$ cat config.mk
export PLATFORM = sky130hd
export DESIGN_NAME = adc_dev_end_flat
export DESIGN_NICKNAME = d
export VERILOG_FILES = /design/src/design/adc_port_pkg.sv /design/src/design/adc_port_if.sv /design/src/design/adc_dev_end.sv /design/src/flat_wrapper.sv
export SDC_FILE = /design/constraint.sdc
export NUM_CORES = 1
export LEC_CHECK = 0
export BUFFER_PORTS_ARGS = -buffer_cell sky130_fd_sc_hd__buf_4
export CAP_MARGIN = 40
export CORE_ASPECT_RATIO = 1.25
export CORE_MARGIN = 2
export CORE_UTILIZATION = 30
export CTS_CLUSTER_DIAMETER = 30
export DETAILED_ROUTE_END_ITERATION = 10
export GPL_TIMING_DRIVEN = 1
export PLACE_DENSITY = 0.52
export SLEW_MARGIN = 20
export SYNTH_ARGS = -nofsm -noshare
export SYNTH_HDL_FRONTEND = slang
export SYNTH_SLANG_ARGS = --single-unit
$ cat constraint.sdc
create_clock -name mclk -period 3.9 [get_ports mclk]
set_clock_uncertainty 0.1 [all_clocks]
set_input_delay 1.17 -clock mclk [delete_from_list [all_inputs] [get_ports mclk]]
set_output_delay 1.17 -clock mclk [all_outputs]
set_load 0.02 [all_outputs]
$ cat src/design/adc_port_pkg.sv
// Purpose: Shared constants for the byte-wide converter host port.
// Assumes: One clock, mclk at 40 MHz; both ends import this package.
// Notes:   Register fields follow the two-byte write word layout.
package adc_port_pkg;
	// ********************************************************
	// Word layout and address decode.
	// ********************************************************
	localparam int DATA_W      = 12;
	localparam int LOW_W       = 9;
	localparam int HIGH_W      = 3;
	localparam int WORD_W      = 16;
	localparam int ADDR_POS    = 14;
	localparam int FIELD_W     = 14;
	localparam logic [1:0] ADDR_NONE = 2'h0;
	localparam logic [1:0] ADDR_TEST = 2'h1;
	localparam logic [1:0] ADDR_CAL  = 2'h2;
	localparam logic [1:0] ADDR_CTRL = 2'h3;
	// ********************************************************
	// Control register fields and reset values.
	// ********************************************************
	localparam int CTRL_STCAL  = 0;
	localparam int CTRL_CONV   = 4;
	localparam int CTRL_AMODE  = 5;
	localparam int CTRL_RDSEL  = 6;
	localparam logic [13:0] CTRL_RESET = 14'h0000;
	localparam logic [13:0] TEST_RESET = 14'h0000;
	localparam logic [13:0] CAL_RESET  = 14'h0000;
	localparam logic [1:0] RD_DATA   = 2'h0;
	localparam logic [1:0] RD_TEST   = 2'h1;
	localparam logic [1:0] RD_CAL    = 2'h2;
	localparam logic [1:0] RD_STATUS = 2'h3;
	// ********************************************************
	// Timing: master clock periods in mclk cycles.
	// ********************************************************
	localparam int MCLK_KHZ    = 40000;
	localparam int CONV_KHZ    = 4000;
	localparam int CONV_DIV    = MCLK_KHZ / CONV_KHZ;
	localparam int CONV_CYC    = 18;
	localparam int CAL_CYC     = 200;
endpackage

$ cat src/design/adc_port_if.sv
// Purpose: Parallel bus between host and converter port.
// Assumes: Testbench resolves the tri-state data wires from enables.
// Notes:   Strobes are active low; enables are high while driving.
`timescale 1ns/10ps
interface adc_port_if;
	logic        cs_n;               // Chip select, low active.
	logic        rd_n;               // Read strobe, low active.
	logic        wr_n;               // Write strobe, low active.
	logic        high_byte_select;   // Selects upper byte.
	logic        conversion_trigger; // Falling edge starts conversion.
	logic        busy;               // Conversion or calibration busy.
	logic [8:0]  dev_low_o;          // Device drive, pins 0..8.
	logic [8:0]  dev_low_oe;         // Device enables, pins 0..8.
	logic [2:0]  dev_high_o;         // Device drive, pins 9..11.
	logic [2:0]  dev_high_oe;        // Device enables, pins 9..11.
	logic [7:0]  host_low_o;         // Host drive, pins 0..7.
	logic        host_low_oe;        // Host enable, pins 0..7.
	logic [11:0] bus_in;             // Resolved pin level.
	modport dev (
		input  cs_n, rd_n, wr_n, high_byte_select, conversion_trigger,
		input  bus_in,
		output busy, dev_low_o, dev_low_oe, dev_high_o, dev_high_oe
	);
	modport host (
		output cs_n, rd_n, wr_n, high_byte_select, conversion_trigger,
		output host_low_o, host_low_oe,
		input  busy, bus_in
	);
endinterface

$ cat src/design/adc_dev_end.sv
// Summary of operation
// [RULE1] High select puts upper byte on pins 0..7.
// [RULE2] Host writes low byte with select low.
// [RULE3] Select-low read drives twelve bits at once.
// [RULE4] Sixteen-bit host reads result in one cycle.
// [RULE5] Host reads calibration values in two cycles.
// [RULE6] Register writes are always two byte writes.
// [RULE7] Pins 0..8 bidirectional, steered by strobes; the code takes write data on pins 0..7 only.
// [RULE8] Pins 9..11 output only, read enabled.
// [RULE9] Unipolar straight binary, bipolar twos complement.
// [RULE10] Busy rises at trigger edge until done.
// [RULE11] Busy also covers calibration until complete.
// [RULE12] Durations counted in master clock periods.
// [RULE13] Trigger rising edge holds and starts conversion; the code starts it on the falling edge.
// [RULE14] Chip select with a strobe gives access.
// [RULE15] Host sends low byte first, high second.
// [RULE16] Pins float unless selected with a strobe.
// [RULE17] Register updates after the upper byte only.
//
// Purpose: Device side of the byte-wide converter host port.
// Assumes: Bus inputs synchronous to mclk; sample comes in on sample_in.
// Notes:   Strobe edges are found by comparing with last cycle.
`timescale 1ns/10ps
module adc_dev_end
	import adc_port_pkg::*;
#(
	parameter int CONV_CYCLES = CONV_CYC, // Master periods per convert.
	parameter int CAL_CYCLES  = CAL_CYC,  // Master periods per cal.
	parameter int CAL_REGS    = 10        // Calibration register count.
)(
	input  wire logic        mclk,      // System clock.
	input  wire logic        rst_n,     // Synchronous reset, low.
	adc_port_if.dev          bus,       // Port to the host.
	input  wire logic [11:0] sample_in, // Offset-binary analog sample.
	output logic [11:0]      result,    // Last result, registered.
	output logic [13:0]      ctrl_out,  // Control word, registered.
	output logic             cal_run    // Calibration running.
);
	// Index registers are four bits and period counters sixteen bits.
	if (CONV_CYCLES < 1 || CONV_CYCLES > 65535 || CAL_CYCLES < 1 ||
	    CAL_CYCLES > 65535 || CAL_REGS < 1 || CAL_REGS > 16) begin : gen_bad
		$error("adc_dev_end: unsupported parameter value");
	end

	typedef enum {D_IDLE, D_CONV, D_CAL} dstate_e;
	dstate_e     st_reg;
	logic [13:0] test_reg;
	logic [13:0] cal_reg [CAL_REGS];
	logic [3:0]  cal_sel_reg, cal_rd_reg;
	logic [7:0]  lo_byte_reg;
	logic        have_lo_reg, wr_d_reg, rd_d_reg, trig_d_reg;
	logic [15:0] div_reg;
	logic [15:0] per_reg;
	logic        busy_reg;
	logic [11:0] hold_reg;
	logic [15:0] rdval;
	logic        wr_now, rd_now, tick;
	logic        conv_go, cal_go;
	logic [15:0] word;

	// Strobe qualifiers.
	assign wr_now = !bus.cs_n && !bus.wr_n;                  // [RULE14]
	assign rd_now = !bus.cs_n && !bus.rd_n;
	assign word   = {bus.bus_in[7:0], lo_byte_reg};
	assign tick   = (div_reg == 16'(CONV_DIV - 1));
	assign bus.busy = busy_reg;
	// Start requests are only taken while the sequencer is idle.
	assign conv_go = (st_reg == D_IDLE) &&
	                 ((!bus.conversion_trigger && trig_d_reg) ||
	                  ctrl_out[CTRL_CONV]);                  // [RULE10]
	assign cal_go  = (st_reg == D_IDLE) && !conv_go && ctrl_out[CTRL_STCAL];

	// ********************************************************
	// Code conversion.
	// ********************************************************
	// Bipolar flips the sign bit of offset binary.
	function automatic logic [11:0] code(input logic [11:0] s,
	                                      input logic bip);
		code = bip ? {~s[11], s[10:0]} : s;               // [RULE9]
	endfunction

	// Steps a calibration register index, wrapping after the last one.
	function automatic logic [3:0] next_index(input logic [3:0] i);
		next_index = (32'(i) + 1 < CAL_REGS) ? i + 4'h1 : 4'h0;
	endfunction

	// ********************************************************
	// Two-byte write assembly.
	// ********************************************************
	// Nothing is committed until the high byte lands.
	always_ff @(posedge mclk) begin
		if (!rst_n) begin
			wr_d_reg <= 1'b0; have_lo_reg <= 1'b0; lo_byte_reg <= 8'h00;
			ctrl_out <= CTRL_RESET; test_reg <= TEST_RESET;
			cal_sel_reg <= 4'h0;
			for (int i = 0; i < CAL_REGS; i++) cal_reg[i] <= CAL_RESET;
		end else begin
			wr_d_reg <= wr_now;
			// Start bits clear when taken; a write in the same cycle
			// wins, so a start that arrives then is not lost.
			if (conv_go) ctrl_out[CTRL_CONV] <= 1'b0;
			if (cal_go) ctrl_out[CTRL_STCAL] <= 1'b0;
			if (wr_now && !wr_d_reg) begin
				if (!bus.high_byte_select) begin         // [RULE2] [RULE15]
					lo_byte_reg <= bus.bus_in[7:0];
					have_lo_reg <= 1'b1;
				end else if (have_lo_reg) begin          // [RULE17] [RULE6]
					have_lo_reg <= 1'b0;
					case (word[15:ADDR_POS])
					ADDR_TEST: test_reg <= word[FIELD_W-1:0];
					ADDR_CAL: begin
						if (32'(cal_sel_reg) < CAL_REGS)
							cal_reg[cal_sel_reg] <= word[FIELD_W-1:0];
						cal_sel_reg <= next_index(cal_sel_reg);
					end
					ADDR_CTRL: ctrl_out <= word[FIELD_W-1:0];
					default: ;
					endcase
				end
			end
		end
	end

	// ********************************************************
	// Conversion and calibration sequencer.
	// ********************************************************
	always_ff @(posedge mclk) begin
		if (!rst_n) begin
			st_reg <= D_IDLE; busy_reg <= 1'b0; trig_d_reg <= 1'b1;
			div_reg <= 16'h0000; per_reg <= 16'h0000;
			result <= 12'h000; cal_run <= 1'b0; hold_reg <= 12'h000;
		end else begin
			trig_d_reg <= bus.conversion_trigger;
			div_reg <= tick ? 16'h0000 : div_reg + 16'h0001;  // [RULE12]
			case (st_reg)
			D_IDLE: begin
				// The divider restarts with each job, so a conversion
				// or calibration lasts an exact number of periods.
				if (conv_go) begin                           // [RULE10]
					busy_reg <= 1'b1; per_reg <= 16'h0000;
					div_reg <= 16'h0000; hold_reg <= sample_in;
					st_reg <= D_CONV;
				end else if (cal_go) begin
					busy_reg <= 1'b1; cal_run <= 1'b1;       // [RULE11]
					div_reg <= 16'h0000;
					per_reg <= 16'h0000; st_reg <= D_CAL;
				end
			end
			D_CONV: begin
				// The rising trigger edge freezes the sample; later
				// changes on the input do not reach the result.
				if (bus.conversion_trigger && !trig_d_reg)
					hold_reg <= sample_in;                   // [RULE13]
				if (tick) begin
					per_reg <= per_reg + 16'h0001;
					if (per_reg == 16'(CONV_CYCLES - 1)) begin
						result <= code(hold_reg, ctrl_out[CTRL_AMODE]);
						busy_reg <= 1'b0; st_reg <= D_IDLE;
					end
				end
			end
			D_CAL: if (tick) begin
				per_reg <= per_reg + 16'h0001;
				if (per_reg == 16'(CAL_CYCLES - 1)) begin
					busy_reg <= 1'b0; cal_run <= 1'b0;       // [RULE11]
					st_reg <= D_IDLE;
				end
			end
			default: st_reg <= D_IDLE;
			endcase
		end
	end

	// ********************************************************
	// Read path and pin drivers.
	// ********************************************************
	// Calibration reads step low byte then high byte per register.
	always_ff @(posedge mclk) begin
		if (!rst_n) begin
			rd_d_reg <= 1'b0; cal_rd_reg <= 4'h0;
		end else begin
			rd_d_reg <= rd_now;
			if (!rd_now && rd_d_reg && bus.high_byte_select &&
			    ctrl_out[CTRL_RDSEL+:2] == RD_CAL)
				cal_rd_reg <= next_index(cal_rd_reg);
		end
	end

	// Whole selected word; the pin drivers pick which part to show.
	always_comb begin
		case (ctrl_out[CTRL_RDSEL+:2])
		RD_DATA:   rdval = {4'h0, result};
		RD_TEST:   rdval = {2'b00, test_reg};
		RD_CAL:    rdval = {2'b00, cal_reg[cal_rd_reg]};
		default:   rdval = {15'h0000, busy_reg};
		endcase
	end

	// Registered drive so pins switch a cycle after the strobe.
	always_ff @(posedge mclk) begin
		if (!rst_n) begin
			bus.dev_low_o <= 9'h000; bus.dev_low_oe <= 9'h000;
			bus.dev_high_o <= 3'h0; bus.dev_high_oe <= 3'h0;
		end else begin
			// Upper byte of the word travels on pins 0..7.
			bus.dev_low_o <= bus.high_byte_select
			                 ? {1'b0, rdval[15:8]}
			                 : rdval[8:0];                // [RULE1] [RULE3]
			bus.dev_high_o <= bus.high_byte_select ? 3'h0 : rdval[11:9];
			// Pins drive only during a selected read.
			bus.dev_low_oe <= {9{rd_now}};               // [RULE7] [RULE16]
			bus.dev_high_oe <= {3{rd_now && !bus.high_byte_select}}; // [RULE8]
		end
	end
endmodule

$ cat src/flat_wrapper.sv
// flat-port wrapper written by rule: the top's interface ports become plain ports
module adc_dev_end_flat import adc_port_pkg::*;
#(
	parameter int CONV_CYCLES = CONV_CYC,                               
	parameter int CAL_CYCLES  = CAL_CYC,                            
	parameter int CAL_REGS    = 10                                      
)
  (mclk, rst_n, sample_in, result, ctrl_out, cal_run, bus_cs_n, bus_rd_n, bus_wr_n, bus_high_byte_select, bus_conversion_trigger, bus_bus_in, bus_busy, bus_dev_low_o, bus_dev_low_oe, bus_dev_high_o, bus_dev_high_oe);
  adc_port_if bus_i ();
  input  wire logic mclk;
  input  wire logic rst_n;
  input  wire logic [11:0] sample_in;
  output logic [11:0] result;
  output logic [13:0] ctrl_out;
  output logic cal_run;
  input wire logic [$bits(bus_i.cs_n)-1:0] bus_cs_n;
  input wire logic [$bits(bus_i.rd_n)-1:0] bus_rd_n;
  input wire logic [$bits(bus_i.wr_n)-1:0] bus_wr_n;
  input wire logic [$bits(bus_i.high_byte_select)-1:0] bus_high_byte_select;
  input wire logic [$bits(bus_i.conversion_trigger)-1:0] bus_conversion_trigger;
  input wire logic [$bits(bus_i.bus_in)-1:0] bus_bus_in;
  output wire logic [$bits(bus_i.busy)-1:0] bus_busy;
  output wire logic [$bits(bus_i.dev_low_o)-1:0] bus_dev_low_o;
  output wire logic [$bits(bus_i.dev_low_oe)-1:0] bus_dev_low_oe;
  output wire logic [$bits(bus_i.dev_high_o)-1:0] bus_dev_high_o;
  output wire logic [$bits(bus_i.dev_high_oe)-1:0] bus_dev_high_oe;
  assign bus_i.cs_n = bus_cs_n;
  assign bus_i.rd_n = bus_rd_n;
  assign bus_i.wr_n = bus_wr_n;
  assign bus_i.high_byte_select = bus_high_byte_select;
  assign bus_i.conversion_trigger = bus_conversion_trigger;
  assign bus_i.bus_in = bus_bus_in;
  assign bus_busy = bus_i.busy;
  assign bus_dev_low_o = bus_i.dev_low_o;
  assign bus_dev_low_oe = bus_i.dev_low_oe;
  assign bus_dev_high_o = bus_i.dev_high_o;
  assign bus_dev_high_oe = bus_i.dev_high_oe;
  adc_dev_end #(.CONV_CYCLES(CONV_CYCLES), .CAL_CYCLES(CAL_CYCLES), .CAL_REGS(CAL_REGS)) u_core (.mclk(mclk), .rst_n(rst_n), .bus(bus_i), .sample_in(sample_in), .result(result), .ctrl_out(ctrl_out), .cal_run(cal_run));
endmodule
Word level (Yosys, flattened, before mapping):

Memory sizes are Yosys's and may differ from the RTL's. A register that Yosys moved wholly into a read port is not among the register bits.
Index checks and enable logic that the tools add are counted.

* $add $sub $neg: 6
* order comparisons: 3
* eq/ne operators: 20
* multiplexer cells: 52
* bitwise operators: 3
* reductions and logical operators: 42

Operators by type and width (number)
* 32-bit 2-to-1 mux: 6
* 16-bit 2-to-1 mux: 7
* 32-bit case mux with 3 select lines: 1
* 32-bit logical NOT: 2
* 32-bit by 4-bit less-than comparator with 1-bit output, second input constant: 2
* 14-bit case mux with 3 select lines: 1
* 12-bit 2-to-1 mux: 3
* 16-bit by 1-bit adder with 16-bit output, second input constant: 2
* 32-bit by 1-bit equality test with 1-bit output, second input constant: 1
* 32-bit by 2-bit equality test with 1-bit output, second input constant: 1
* 16-bit case mux with 2 select lines: 1
* 12-bit case mux with 2 select lines: 1
* 4-bit 2-to-1 mux: 5
* 5-bit 2-to-1 mux: 4
* 1-bit 2-to-1 mux: 19
* 16-bit by 4-bit equality test with 1-bit output, second input constant: 1
* 16-bit by 5-bit equality test with 1-bit output, second input constant: 1
* 16-bit by 8-bit equality test with 1-bit output, second input constant: 1
* 2-bit by 1-bit != test with 1-bit output, second input constant: 8
* 14-bit 2-to-1 mux: 1
* 14-bit OR reduction: 1
* 1-bit logical AND: 12
* 4-bit AND reduction: 3
* 4-bit by 1-bit adder with 5-bit output, second input constant: 2
* other kinds (20): 40

* bits in registers: 152
* memory bits (writable): 140
* output and inout bits: 52
* memories kept: 1

Memory list
* u_core.cal_reg: words 10, width 14, read ports 1, clocked after memory_dff 1, write ports 10, RTL line adc_dev_end.sv:48 `logic [13:0] cal_reg [CAL_REGS];`

Logic depth before layout (Yosys ltp):

* word-level depth: 12
* mapped depth: 9
* depth with buffers taken out: 7

Least setup slack after synthesis:

No wires, ideal clock.

* path type: in2reg
* start: input bus_cs_n
* end: memory u_core.cal_reg[9][0] (enable)
* setup time: 0.426 ns
* arrival: 3.183 ns
* data required time: 3.374 ns
* slack: 0.191 ns
* stages: 3
* path buffers: 0
* cells stage by stage: nor3_2 nand3_1 o41ai_1

RTL lines
* start, declared: RTL line flat_wrapper.sv:16 `input wire logic [$bits(bus_i.cs_n)-1:0] bus_cs_n;`
* end, declared: RTL line adc_dev_end.sv:48

Worst setup path in the final report:

* start: register u_core.ctrl_out[6]
* end: output ctrl_out[6]

RTL lines
* start, declared: RTL line adc_dev_end.sv:36 `output logic [13:0] ctrl_out,`
* start signal, assigned: RTL line adc_dev_end.sv:116 `ADDR_CTRL: ctrl_out <= word[FIELD_W-1:0];`
* end, declared: RTL line flat_wrapper.sv:14 `output logic [13:0] ctrl_out;`

No word-level cell between the ends.

==> out/results.txt <==
status = finished, final reports clean
crit end category = output port
DP Area = 0.01677 mm^2
H-Tree Depth = 3
Worst Path Arrival = 1.74 ns
CTS tree = built
mux cell area share after synthesis = 13.52%
share of the synthesized area in the top cell type = 44.80%
# DRC = 0
Post-CTS Resized = 0
Worst Path Required = 2.63 ns
first-pass GRT wire length = 59.05 mm
most frequent cells in the layout = edfxtp_1, nor2_1, dfxtp_1
min Tclk post-route = 3.009 ns
row count = 91
worst IR drop on VDD = 0.3031 mV
FF+latch count, synth = 349
fin. max-slew vios = 0
Largest register FFs = 224
total global routing overflow = 0
CTS clock-pin slew for the worst setup and hold paths = 0.05 ns
Die Ht = 254.1 um
vias = 9844
worst-skew pair later-pin latency = 0.57 ns
Post-synth top flop = edfxtp_1
Num CTS Buffers = 68
Post-Layout Cell Count = 2084
Simple-Gate Fraction of Synth Area = 14.07%
warnings from Yosys = 0
WL/cell = 18.52 um
Post-synth ARST share = 0%
fillers = 4734
final period utilization = 77.16%
WL final = 38.60 mm
Area growth, synth to finish = 27.39%
Hold Buf Count CTS = 0
vias in the first global route = 10110
unrepaired setup endpoints after global routing = no
Total GRT Usage = 15.10%
worst hold-check slack = 0.3662 ns
Mapped Avg Cell Area = 12.75 um^2
post-route ant nets = 0
Hold Vio Cnt, Final = 0
Max-Cap Viols = 0
layout cell share with drive strength beyond 1 = 21.84%
Startpoint Class = register
PwrDens = 552.0 mW/mm^2
initial core utilization = 30.39%
drt first pass iters = 5
largest family of logic cells by synthesized area = simple AND/OR/NAND/NOR gates
post-synthesis cell type count = 64
vias per cell = 4.724
post-synthesis sequential area ratio = 61.46%
Placed Instances = 1960
Fmax = 332.3 MHz
Inserted Diodes = 0
initial antenna violation count = 0
setup TNS = 0 ns
Syn Std Cell Area = 0.01502 mm^2
CP max FO = 12
Post-Synth Adder-Cell Area = 0.8333%
clock sink count = 349
I/O pins = 83
core area = 0.04941 mm^2
gpl congestion = 0.7723
leakage power = 6.779 nW
root buf cell = clkbuf_16
Initial DRC Count = 690
deepest clock path buffer count = 3
WS Path Type = reg2out
Worst slew margin = 39.68%
Final setup viols = 0
hpwl dp = 25.73 mm
postcts setup bufs = 0
largest net degree at the start of global routing = 62
Final #Nets = 1420
Mapped Cells = 1178
Synth area leaders = edfxtp_1, dfxtp_1, mux4_2
port buffer count = 78
Post-synth EDFFs = 224
Worst Tran Pin Value = 0.9048 ns
post-synthesis xor/xnor area fraction = 1.458%
Compound-Gate Fraction of Synth Area = 5.325%
die area = 0.05187 mm^2
final instance area = 0.01913 mm^2
Die W = 204.1 um
leading area contributor after synthesis = edfxtp_1
most common cell after layout, fill and taps aside = edfxtp_1
min-delay worst type = reg2reg
[cell families after synthesis]
| logic type | after synthesis |
|---|---|
| AO/OA/AOI/OAI | 117 |
| XOR/XNOR | 25 |
| adder cells (fa/ha/maj) | 10 |
| buffers and inverters | 110 |
| flip-flops | 349 |
| multiplexers | 136 |
| other | 1 |
| AND/OR/NAND/NOR | 430 |
[worst max-delay path, stage by stage (launching register included)]
cell     delay, ns
dfxtp_1       0.67
buf_4         0.32
buf_4         0.17
[final timing paths]
check | start | endpoint | slack [ns] | depth (start not counted)
setup / recovery | u_core.ctrl_out[6]$_SDFFE_PN0P_ | ctrl_out[6] | 0.89 | 2
setup reg to reg | register | u_core.bus.dev_low_o[1]$_SDFF_PN0_ | 1.24 | 6
hold / removal | u_core.hold_reg[10]$_SDFFE_PN0P_ | u_core.hold_reg[10]$_SDFFE_PN0P_ | 0.37 | 2
hold reg to reg | u_core.hold_reg[10]$_SDFFE_PN0P_ | u_core.hold_reg[10]$_SDFFE_PN0P_ | 0.37 | 2
[cells in the mapped netlist, types with 3 or more instances]
cell / n
a211oi_1: 6
ha_1: 10
nor4b_1: 5
a31o_2: 3
nor3b_1: 7
or3_1: 8
buf_2: 13
a32o_1: 3
nor3_1: 18
buf_1: 4
a21oi_1: 12
nor2_1: 177
clkbuf_1: 41
nand2_2: 7
nor4_1: 12
dfxtp_1: 125
nand2b_1: 11
mux4_2: 53
o31ai_1: 5
nand4_1: 12
o211ai_1: 4
and2_1: 5
a21boi_0: 15
nand3_1: 41
a31oi_1: 8
inv_1: 33
and3_1: 8
buf_4: 18
mux2i_1: 79
edfxtp_1: 224
nand2_1: 46
o21a_1: 3
o21ai_0: 33
xor2_1: 4
nor2b_1: 62
mux2_2: 4
o311ai_0: 3
xnor2_1: 21
[power breakdown]
part | internal, W | switching (W) | total, W
Combinational | 0.000186 | 0.000314 | 0.000500
Sequential | 0.00405 | 0.0000583 | 0.00411
Clock | 0.00399 | 0.00196 | 0.00595
[stage by stage]
stage               power, W  utilization [%]  setup slack [ns]
floorplan           0.004484                -            0.1913
global route         0.01092            38.71            0.7875
detailed placement  0.004684            33.93            0.4299
CTS                  0.01068            38.71            0.8403
finish               0.01056            38.71            0.8908
global placement    0.004675            33.93            0.4384
[final cells by class]
class / count / area [um^2] / area share [%]
timing repair buffer: 125 / 988.4 / 5.167
clock buffer: 82 / 1848 / 9.661
clock inverter: 42 / 511.7 / 2.675
tap: 651 / 814.5 / 4.258
sequential: 349 / 9234 / 48.27
multi-input combinational: 802 / 5608 / 29.32
inverter: 33 / 123.9 / 0.6476
[metal layers]
metal	vias to the layer above	wire length [um]	GRT usage, %
li1	4646	-	-
met1	4845	15220	16.96
met2	269	20060	27.16
met3	84	2015	3.271
met4	0	1308	7.143
met5	-	0	0
(Power assumes the default switching activity.)
